--- src/include/bso_pkg.sv ---
package bso_pkg;

	// address map, 24-bit processor byte address
	localparam int ADDR_W = 24;
	localparam int DATA_W = 16;
	localparam logic [2:0] REG_RAM = 3'h0;
	localparam logic [2:0] REG_ROM0 = 3'h1;
	localparam logic [2:0] REG_ROM1 = 3'h2;
	localparam logic [ADDR_W-1:0] ROM0_BASE = 24'h200000;
	localparam logic [ADDR_W-1:0] VEC_LO = 24'h000008;
	localparam logic [ADDR_W-1:0] VEC_HI = 24'h0000FF;
	localparam int REGION_MSB = 23;
	localparam int REGION_LSB = 21;
	localparam logic BOOT_RST_VAL = 1'b1;

	// cycle outcome target
	typedef enum logic [1:0]
	{
		TGT_NONE = 2'h0,
		TGT_RAM = 2'h1,
		TGT_ROM = 2'h2,
		TGT_IO = 2'h3
	} bso_tgt_t;

	// bus cycle sequencer, gray along idle->sys->done; local idle->done changes both bits
	typedef enum logic [1:0]
	{
		ST_IDLE = 2'h0,
		ST_SYS = 2'h1,
		ST_DONE = 2'h3,
		ST_WAIT_END = 2'h2
	} bso_state_t;

	localparam logic [7:0] SYS_TIMEOUT = 8'hFF;

endpackage : bso_pkg

--- src/hdl/bso_decode.sv ---
`timescale 1ns/100ps
// combinational device decode; boot input unused, the caller overlays ROM 0 at zero
module bso_decode
(
	input wire logic [bso_pkg::ADDR_W-1:0] addr,
	input wire logic boot,
	input wire logic mapped_offcard,
	output bso_pkg::bso_tgt_t tgt,
	output logic sys_bus
);
	logic [2:0] region;

	always_comb
	begin
		region = addr[bso_pkg::REGION_MSB:bso_pkg::REGION_LSB];
		tgt = bso_pkg::TGT_IO;
		sys_bus = 1'b0;
		case (region)
			bso_pkg::REG_RAM:
			begin
				if (mapped_offcard)
				begin
					tgt = bso_pkg::TGT_NONE;
					sys_bus = 1'b1; // [RULE_11]
				end
				else
					tgt = bso_pkg::TGT_RAM; // [RULE_08]
			end
			bso_pkg::REG_ROM0: tgt = bso_pkg::TGT_ROM; // [RULE_14]
			bso_pkg::REG_ROM1: tgt = bso_pkg::TGT_ROM;
			default: tgt = bso_pkg::TGT_IO;
		endcase
	end
	// boot overlay handled by caller for reads only; writes fall to RAM [RULE_06]
	logic unused_boot;
	assign unused_boot = boot;
endmodule : bso_decode

--- src/hdl/bso_top.sv ---
`timescale 1ns/100ps
// Overview of operation
// (RULE_01) processor reset needs halt and reset low
// (RULE_02) processor-driven reset line resets whole card
// (RULE_03) any reset sets boot flip-flop
// (RULE_04) ROM enabled by decoder after reset
// (RULE_05) boot state maps ROM at address zero
// (RULE_06) vector writes reach RAM during boot
// (RULE_07) write to ROM base clears boot
// (RULE_08) after boot, zero region is RAM
// (RULE_09) system bus masters never reach on-card
// (RULE_10) on-card cycles never request system bus
// (RULE_11) system bus cycles stretched until answer; code ends the cycle with SYS_TIMEOUT_N low once wait_q reaches SYS_TIMEOUT
// (RULE_12) on-card RAM completes with no waits
// (RULE_13) internal bus is synchronous, sixteen bits
// (RULE_14) ROM 0 always at base, plus zero
// (RULE_15) boot held until clearing write completes; code clears boot on the write's first clock edge (cycle_start)
// (RULE_16) boot updated on clock, reset wins
module bso_top
(
	input wire logic MCLK,
	input wire logic RSTN,
	input wire logic HALT_N_IN,
	input wire logic RESET_N_IN,
	input wire logic AS_N,
	input wire logic RW,
	input wire logic [bso_pkg::ADDR_W-1:0] ADDR,
	input wire logic OFFCARD,
	input wire logic SYS_ACK,
	input wire logic EXT_MASTER_SEL,
	output logic CPU_RESET_N,
	output logic CARD_RESET_N,
	output logic BOOT_STATE,
	output logic ROM_CS,
	output logic RAM_CS,
	output logic IO_CS,
	output logic LOCAL_WE,
	output logic SYS_REQ,
	output logic DTACK_N,
	output logic SYS_TIMEOUT_N
);
	// ============================================================
	// reset
	logic card_rst;
	logic cpu_rst_d;
	logic card_rst_q;

	// both lines low resets the processor [RULE_01]
	assign cpu_rst_d = ~(~HALT_N_IN & ~RESET_N_IN);
	// processor pulling reset low resets the card [RULE_02]
	assign card_rst = ~RSTN | ~RESET_N_IN;

	always_ff @(posedge MCLK)
	begin
		if (!RSTN)
		begin
			CPU_RESET_N <= 1'b0;
			card_rst_q <= 1'b1;
		end
		else
		begin
			CPU_RESET_N <= cpu_rst_d; // [RULE_01]
			card_rst_q <= ~RESET_N_IN; // [RULE_02]
		end
	end

	always_ff @(posedge MCLK)
	begin
		if (!RSTN)
			CARD_RESET_N <= 1'b0;
		else
			CARD_RESET_N <= ~card_rst_q;
	end

	// ============================================================
	// decode
	bso_pkg::bso_tgt_t tgt;
	logic sys_bus;
	logic boot_q;
	logic boot_zero;
	logic clear_hit;
	logic local_cycle;
	logic cycle_start;
	logic as_q;

	bso_decode u_decode
	(
		.addr(ADDR),
		.boot(boot_q),
		.mapped_offcard(OFFCARD),
		.tgt(tgt),
		.sys_bus(sys_bus)
	);

	// reads of zero region fetch ROM while booting [RULE_05]
	assign boot_zero = boot_q && RW &&
		(ADDR[bso_pkg::REGION_MSB:bso_pkg::REGION_LSB] == bso_pkg::REG_RAM);
	// a system bus master writing the ROM base must not end boot state [RULE_09]
	assign clear_hit = ~AS_N && ~RW && ~EXT_MASTER_SEL && (ADDR == bso_pkg::ROM0_BASE); // [RULE_07]
	assign cycle_start = ~AS_N && as_q;

	always_ff @(posedge MCLK)
	begin
		if (!RSTN)
			as_q <= 1'b1;
		else
			as_q <= AS_N;
	end

	// ============================================================
	// boot state flip-flop
	always_ff @(posedge MCLK)
	begin
		if (card_rst)
			boot_q <= bso_pkg::BOOT_RST_VAL; // [RULE_03] [RULE_16]
		else if (clear_hit && cycle_start)
			boot_q <= 1'b0; // [RULE_07] [RULE_15]
	end

	always_ff @(posedge MCLK)
	begin
		if (card_rst)
			BOOT_STATE <= bso_pkg::BOOT_RST_VAL;
		else if (clear_hit && cycle_start)
			BOOT_STATE <= 1'b0;
	end

	// ============================================================
	// chip selects on the internal synchronous 16-bit bus
	bso_pkg::bso_state_t state_q;
	logic [7:0] wait_q;

	// external masters never select on-card devices [RULE_09]
	assign local_cycle = ~AS_N && ~EXT_MASTER_SEL && (tgt != bso_pkg::TGT_NONE || boot_zero);

	always_ff @(posedge MCLK)
	begin
		if (card_rst)
		begin
			ROM_CS <= 1'b0;
			RAM_CS <= 1'b0;
			IO_CS <= 1'b0;
			LOCAL_WE <= 1'b0;
		end
		else if (local_cycle)
		begin
			ROM_CS <= boot_zero || (tgt == bso_pkg::TGT_ROM); // [RULE_04] [RULE_05] [RULE_14]
			RAM_CS <= ~boot_zero && (tgt == bso_pkg::TGT_RAM); // [RULE_06] [RULE_08]
			IO_CS <= ~boot_zero && (tgt == bso_pkg::TGT_IO);
			LOCAL_WE <= ~RW && (tgt != bso_pkg::TGT_ROM); // [RULE_13]
		end
		else
		begin
			ROM_CS <= 1'b0;
			RAM_CS <= 1'b0;
			IO_CS <= 1'b0;
			LOCAL_WE <= 1'b0;
		end
	end

	// ============================================================
	// cycle sequencer: local done next edge, system bus waits for ack
	always_ff @(posedge MCLK)
	begin
		if (card_rst)
		begin
			state_q <= bso_pkg::ST_IDLE;
			SYS_REQ <= 1'b0;
			DTACK_N <= 1'b1;
			SYS_TIMEOUT_N <= 1'b1;
			wait_q <= 8'h00;
		end
		else
		begin
			case (state_q)
				bso_pkg::ST_IDLE:
				begin
					DTACK_N <= 1'b1;
					SYS_TIMEOUT_N <= 1'b1;
					if (cycle_start && ~EXT_MASTER_SEL)
					begin
						if (sys_bus && ~boot_zero)
						begin
							SYS_REQ <= 1'b1; // [RULE_11]
							wait_q <= 8'h00;
							state_q <= bso_pkg::ST_SYS;
						end
						else
						begin
							// local cycles leave the system bus free [RULE_10]
							DTACK_N <= 1'b0; // [RULE_12]
							state_q <= bso_pkg::ST_DONE;
						end
					end
				end
				bso_pkg::ST_SYS:
				begin
					// stretch until the far device answers [RULE_11]
					if (SYS_ACK)
					begin
						SYS_REQ <= 1'b0;
						DTACK_N <= 1'b0;
						state_q <= bso_pkg::ST_DONE;
					end
					else if (wait_q == bso_pkg::SYS_TIMEOUT)
					begin
						// no answer: flag timeout rather than hang
						SYS_REQ <= 1'b0;
						SYS_TIMEOUT_N <= 1'b0;
						state_q <= bso_pkg::ST_DONE;
					end
					else
						wait_q <= wait_q + 8'h01;
				end
				bso_pkg::ST_DONE:
				begin
					if (AS_N)
					begin
						DTACK_N <= 1'b1;
						SYS_TIMEOUT_N <= 1'b1;
						state_q <= bso_pkg::ST_IDLE;
					end
				end
				default:
					state_q <= bso_pkg::ST_IDLE;
			endcase
		end
	end
endmodule : bso_top

--- config.mk ---
export PLATFORM = sky130hd
export DESIGN_NAME = bso_top
export DESIGN_NICKNAME = d
export VERILOG_FILES = /design/src/include/bso_pkg.sv /design/src/hdl/bso_decode.sv /design/src/hdl/bso_top.sv
export SDC_FILE = /design/constraint.sdc
export NUM_CORES = 1
export LEC_CHECK = 0
export BUFFER_PORTS_ARGS = -buffer_cell sky130_fd_sc_hd__buf_2
export CAP_MARGIN = 25
export CORE_ASPECT_RATIO = 1.1
export CORE_MARGIN = 3
export CORE_UTILIZATION = 45
export CTS_CLUSTER_SIZE = 10
export DETAILED_ROUTE_END_ITERATION = 10
export PLACE_DENSITY = 0.79
export RECOVER_POWER = 50
export SETUP_SLACK_MARGIN = 0.4
export SLEW_MARGIN = 20
export SYNTH_ARGS = -nofsm -noshare
export SYNTH_HDL_FRONTEND = slang
export SYNTH_SLANG_ARGS = --single-unit
--- constraint.sdc ---
create_clock -name MCLK -period 1.8 [get_ports MCLK]
set_input_delay 0.09 -clock MCLK [delete_from_list [all_inputs] [get_ports MCLK]]
set_output_delay 0.09 -clock MCLK [all_outputs]
set_load 0.03 [all_outputs]
Word-level counts from Yosys, hierarchy flattened
Cells that the tools add are included.
{"block": "word_totals", "regBits": 22, "latch_bits": 0, "ramBits": 0, "mem_bits_ro": 0, "in_bits": 33, "out_inout_bits": 10, "elab_cells": 100, "mem_count": 0}
{"block": "classes", "n_addsub": 1, "n_mul": 0, "div_mod_pow": 0, "n_lt_le_gt_ge": 0, "eq_ne": 18, "n_shift": 0, "mux": 27, "bitwise": 12, "n_reduce_logical": 28}
{"cell": "$mux 8", "count": 4}
{"cell": "$eq 24x22->1 const B", "count": 1}
{"cell": "$ne 2x2->1 const B", "count": 8}
{"cell": "$pmux 8 s2", "count": 1}
{"cell": "$logic_and 1x1->1", "count": 14}
{"cell": "$mux 1", "count": 12}
{"cell": "$mux 2", "count": 5}
{"cell": "$not 1->1", "count": 10}
{"cell": "$add 8x1->8 const B", "count": 1}
{"cell": "$eq 8x8->1 const B", "count": 1}
{"cell": "$reduce_and 4->1", "count": 2}
{"cell": "$eq 2x2->1 const B", "count": 3}
{"cell": "$pmux 1 s3", "count": 2}
{"cell": "$pmux 2 s3", "count": 1}
{"cell": "$reduce_and 3->1", "count": 2}
{"cell": "$reduce_and 5->1", "count": 1}
{"cell": "$eq 2x1->1 const B", "count": 2}
{"cell": "$pmux 2 s2", "count": 1}
{"cell": "$reduce_bool 2->1", "count": 2}
{"cell": "$reduce_or 2->1", "count": 2}
{"cell": "$eq 3x1->1 const B", "count": 1}
{"cell": "$eq 3x2->1 const B", "count": 1}
{"cell": "$logic_not 3->1", "count": 1}
{"cell": "$ne 3x3->1 const B", "count": 1}
{"cell": "other kinds (6)", "count": 7}

Logic depth before layout (Yosys ltp)
Gate-level depths: netlist of run 1.
{"block": "depth", "word_depth": 8, "mapped_depth": 5, "depth_no_buf": 5}

Cells and area by module
A second synthesis of run 1 with hierarchy kept.
{"block": "hier_totals", "cells_unflattened": 122, "hier_area_um2": 1056.0}
{"mod": "bso_top", "instances": 1, "cells_each": 117, "area_per_inst_um2": 1022.2}
{"mod": "bso_decode", "instances": 1, "cells_each": 5, "area_per_inst_um2": 33.8}

Worst setup path before layout of run 1
OpenSTA, ideal clock, no wires.
{"block": "synth_timing", "kind": "reg-to-reg", "start": "reg BOOT_STATE (netlist name)", "end": "reg wait_q[5]", "setup_ns": 0.075, "t_arrival_ns": 1.574, "required_ns": 1.725, "slack_ns": 0.151, "path_stages_with_launch": 5, "path_cell_list": "dfxtp_1 -> a2111oi_4 -> nand4_4 -> a2111o_1 -> o22ai_1"}
{"element": "to (signal assigned)", "line_no": "bso_top.sv:213", "text": "wait_q <= wait_q + 8'h01;"}
{"element": "to (decl)", "line_no": "bso_top.sv:131", "text": "logic [7:0] wait_q;"}

==> metrics, run 1 <==
Yosys reg bits 22; post-layout min period 1620 ps; Clk pwr share 30.7%; largest net degree at the start of global routing 13; ranking of synthesized cells by area dfxtp_1 41%, nor4_1 3.5%, nand3_1 3.3%; Worst Setup Start Kind flip-flop; vias per cell 6.12; Synth Net Count 154; Critical Path Sink wait_q[5]; leading area contributor after synthesis dfxtp_1; Die X 52.4 um; CP startpoint BOOT_STATE; via count 1,292; met3 WL 284 um; R2R Path End wait_q[5]; clock root cell clkbuf_4; number of antenna diodes 0; max cap viols 0; first-pass GRT wire length 5110 um; commonest non-fill, non-tap cells in the layout 31 x buf_2, 19 x dfxtp_1, 12 x clkbuf_1, 12 x buf_4, 9 x nand2_1; initial antenna violation count 0; Antenna Nets Post-Route 0; final instance area 1590 um2; dpl ws 165 ps; Leak Pwr 0.622 nW; RSZ-0062 raised after global routing true; core area 2130 um2; final worst-path cycle share 90.0%; Filler cells 161; WL final 3700 um; Tot GR Track Use 22.7%; CTS H-Tree Depth 1; die area 2990 um2; Die Span Y 57.0 um; Pwr per Cell Area 569 nW/um2; IO Count 43; dpl hpwl 2030 um; Mapped Cells 120; CTS tree built; met2 routed WL 1930 um; via count of the first global-routing pass 1,158; Synth warnings 0; Placed Instance Area 1320 um2; Critical Path RT 1990 ps; Hold Violations, Final 0; share of cells above drive strength 1 38.3%; Core Util, Final 74.9%; top routing layer in use met4; Psw 230 uW; worst-margin pin slew 660 ps; CTS Buffer Depth 2; Placed Cells 188; GPL Wtd Cong 0.889; non-filler instance count after layout 211; Yosys top cell area share 41.4%; Area Overhead vs Synth 49.6%; CTS sink count 22; Seq/Total Area, Yosys 41.4%; Final setup viols 0; post-synthesis cell type count 42; Final nets 218; crit path DAT 1810 ps; RR Startpoint BOOT_STATE; top_reg_cell synth dfxtp_1; Seq pwr share 55.1%; Final WS setup 180 ps; Post-synth EDFFs 0; total congestion overflow 0; fin. max-slew vios 0; switching fraction of total power 25.4%; async set-or-reset flop fraction in the synthesized netlist 0%; Slew headroom 56.0%; TritonCTS Buffers 3; outcome finished clean; wire per inst 17.6 um; # DRC 0; cell area after synthesis 1060 um2; Max VDD drop 0.596 mV; crit-path max FO 9; CP Class flip-flop to flip-flop; Int Power 676 uW; Setup TNS 0 ps; Iter 0 DRT Violations 60; Worst setup EP type flip-flop; r2r setup slk 180 ps; Max Clock Skew 5.69 ps; drt first pass iters 5; Mean Syn Cell Area 8.87 um2; Post-Route M1 WL 1300 um; Cell Rows 17; initial core utilization 50.1%; Port Buffers 42; Worst-path clk slew 130 ps; Comb pwr share 14.2%; commonest non-fill, non-tap cell in the layout buf_2; clock latency on the worst-skew pair 310 ps; FMAX 0.617 GHz; path depth of the worst reg2reg path 5; worst hold path class input pin to flip-flop
[per-stage QoR]
stage / power (mW) / hold slack, ps
floorplan: 0.558 / 163
finish: 0.906 / 40.9
detailed placement: 0.615 / 289
global placement: 0.613 / 287
global route: 0.938 / 43.6
CTS: 0.888 / 26.4
[flip-flops by register name, indices dropped and copies added, names as in the netlist]
register / flops
wait_q: 8
state_q: 2
BOOT_STATE: 1
CARD_RESET_N: 1
CPU_RESET_N: 1
DTACK_N: 1
IO_CS: 1
LOCAL_WE: 1
RAM_CS: 1
ROM_CS: 1
SYS_REQ: 1
SYS_TIMEOUT_N: 1
as_q: 1
card_rst_q: 1
[synth_stat cells (2+ instances only)]
master	count
buf_2	2
xnor2_1	2
a21oi_1	6
nand4_1	4
dfxtp_1	22
nor2_1	8
nand2_1	9
o21a_1	2
or4_1	2
nor3_1	2
inv_1	4
nor3b_1	4
and2_1	2
nand2b_1	3
nor4_1	6
and3_1	2
nand3_1	7
nor2b_1	2
a22oi_1	2
a221oi_1	2
o211ai_1	2
o21ai_0	5
[worst max-delay path, cell delays in order, from the launching register on]
cell and delay, ps:
dfxtp_1 400, a2111oi_4 430, nand4_4 150, buf_4 200, a22oi_2 220, o22ai_2 100
[timing repair]
| item | 4_1_cts | 5_1_grt |
|---|---|---|
| pin swaps | 4 | 7 |
| buffers inserted | 11 | 3 |
| hold buffers | 4 | 0 |
| endpoints found under the hold margin | 3 | 0 |
| cloned | 0 | 1 |
| resized for setup | 9 | 14 |
| setup endpoints to repair | 11 | 12 |
[layout make-up]
cell class                      instances  area, um2  area share [%]
Inverter                                4       15.0           0.943
Multi-Input combinational cell         92        707            44.4
Timing Repair Buffer                   61        353            22.2
Sequential cell                        22        447            28.0
Tap cell                               28       35.0            2.20
Clock buffer                            4       36.3            2.28
[worst min-delay path by stage]
stage,cells after the start,end,slack [ps],start
detailed placement,2,CPU_RESET_N,290,HALT_N_IN
finish,2,CARD_RESET_N,40,RSTN
floorplan,1,as_q,160,RSTN
global route,2,CARD_RESET_N,40,RSTN
CTS,2,CARD_RESET_N,30,RSTN
global placement,2,CPU_RESET_N,290,HALT_N_IN
[routing by layer]
| layer | vias up | global-route usage (%) |
|---|---|---|
| met3 | 22 | 4.44 |
| met2 | 90 | 40.2 |
| met1 | 595 | 25.6 |
| met5 | - | 0 |
| met4 | 0 | 9.85 |
| li1 | 585 | - |
[cells by family (layout without fill, tap and decap cells)]
group                    Yosys count  in the layout  share of synthesized area (%)
AO/OA/AOI/OAI                     29             30                           20.1
XOR/XNOR                           2              2                           1.65
multiplexers                       1              1                          0.940
adder cells (fa/ha/maj)            1              1                           1.17
buffers and inverters              7             69                           2.70
flip-flops                        22             22                           41.4
AND/OR/NAND/NOR                   58             58                           32.1
[power by group through the flow]
stage	Combinational (mW)	Sequential (mW)	Clock [mW]
3_5_place_dp	0.105	0.511	0
6_report	0.129	0.499	0.278
2_1_floorplan	0.0418	0.516	0
5_1_grt	0.138	0.500	0.299
3_3_place_gp	0.103	0.510	0
4_1_cts	0.120	0.497	0.272
No activity file was read; power rests on OpenSTA's default activity.
==> run 2, diff against run 1 <==
- HOLD_SLACK_MARGIN: not set -> 0.15
==> metrics, run 2 (same netlist as run 1, synthesis figures left out) <==
max cap viols 0; CTS sink count 22; crit-path max FO 6; Slew headroom 61.3%; Die X 52.4 um; Cell Rows 17; largest net degree at the start of global routing 13; CTS H-Tree Depth 1; Tot GR Track Use 35.0%; dpl hpwl 2030 um; largest registers wait_q (8), state_q (2); via count of the first global-routing pass 1,528; Final setup viols 0; Port Buffers 42; crit path DAT 1840 ps; share of cells above drive strength 1 31.9%; die area 2990 um2; Die Span Y 57.0 um; WL final 4970 um; Filler cells 111; Leak Pwr 0.728 nW; Area Overhead vs Synth 71.6%; first-pass GRT wire length 7710 um; Comb pwr share 19.0%; Psw 254 uW; final worst-path cycle share 88.3%; met3 WL 485 um; Setup TNS 0 ps; Max VDD drop 0.459 mV; CP Class flip-flop to flip-flop; clock root cell clkbuf_4; FMAX 0.629 GHz; CTS tree built; switching fraction of total power 26.3%; worst-margin pin slew 580 ps; Critical Path RT 2050 ps; Max Clock Skew 0.641 ps; clock latency on the worst-skew pair 310 ps; drt first pass iters 5; # DRC 0; Final nets 245; CTS Buffer Depth 2; Post-Route M1 WL 1730 um; Pwr per Cell Area 528 nW/um2; vias per cell 6.20; GPL Wtd Cong 0.889; commonest non-fill, non-tap cells in the layout 30 x dlygate4sd3_1, 30 x buf_2, 18 x dfxtp_1; Placed Instance Area 1320 um2; wire per inst 20.9 um; via count 1,475; Worst-path clk slew 130 ps; Clk pwr share 29.3%; initial core utilization 50.1%; IO Count 43; Antenna Nets Post-Route 0; Hold Violations, Final 0; Biggest register wait_q; Iter 0 DRT Violations 98; number of flip-flops in the largest register 8; Worst Setup Start Kind flip-flop; TritonCTS Buffers 3; Int Power 712 uW; Worst setup EP type flip-flop; worst hold path class input pin to flip-flop; fin. max-slew vios 0; post-layout min period 1590 ps; core area 2130 um2; Seq pwr share 51.7%; met2 routed WL 2360 um; final instance area 1830 um2; top routing layer in use met4; number of antenna diodes 0; total congestion overflow 0; RSZ-0062 raised after global routing true; initial antenna violation count 0; outcome finished clean
run 2: final cells by class:
type	count	area (um2)	area share (%)
Clock buffer	4	36.3	1.99
Inverter	4	15.0	0.822
Multi-Input combinational cell	92	669	36.6
Sequential cell	22	450	24.7
Tap cell	28	35.0	1.92
Timing Repair Buffer	88	621	34.0
run 2: path summary, 6_finish.rpt:
path / start / endpoint / slack (ps) / depth (start not counted)
min: ADDR[22] / LOCAL_WE / 220 / 4
max reg2reg: state_q[1] / wait_q[5] / 210 / 4
min reg2reg: card_rst_q / CARD_RESET_N / 420 / 1
max: state_q[1] / wait_q[5] / 210 / 4
run 2: power groups by stage:
stage | logic (mW) | clock network (mW) | registers [mW]
6_report | 0.183 | 0.282 | 0.499
5_1_grt | 0.193 | 0.305 | 0.500
4_1_cts | 0.162 | 0.272 | 0.497
3_5_place_dp | 0.105 | 0 | 0.511
3_3_place_gp | 0.103 | 0 | 0.510
2_1_floorplan | 0.0418 | 0 | 0.516
run 2: metrics by stage:
step | hold WS [ps] | power, mW | setup WS, ps | std cells | utilization, %
floorplan | 163 | 0.558 | 241 | 120 | -
global placement | 287 | 0.613 | 218 | 188 | 62.1
detailed placement | 289 | 0.615 | 165 | 188 | 62.1
CTS | 150 | 0.931 | 290 | 234 | 83.9
global route | 232 | 0.999 | 118 | 238 | 85.9
finish | 217 | 0.965 | 210 | 238 | 85.9
run 2: worst max-delay path: stages, from the launching register on:
cell and delay, ps:
dfxtp_1 410, nor3b_4 370, o21ai_4 140, a2111o_1 450
o22ai_1 160
run 2: per-layer routing:
layer | global-route usage, % | up-vias
li1 | - | 636
met1 | 42.0 | 651
met2 | 58.9 | 144
met3 | 4.70 | 44
met4 | 19.3 | 0
met5 | 0 | -
run 2: timing repair:
action / 4_1_cts / 5_1_grt
cloned: 0 / 1
hold buffers: 31 / 0
endpoints found under the setup margin: 11 / 14
pin swaps: 4 / 5
buffers inserted: 11 / 3
hold endpoints to repair: 8 / 0
gates resized for setup: 9 / 9
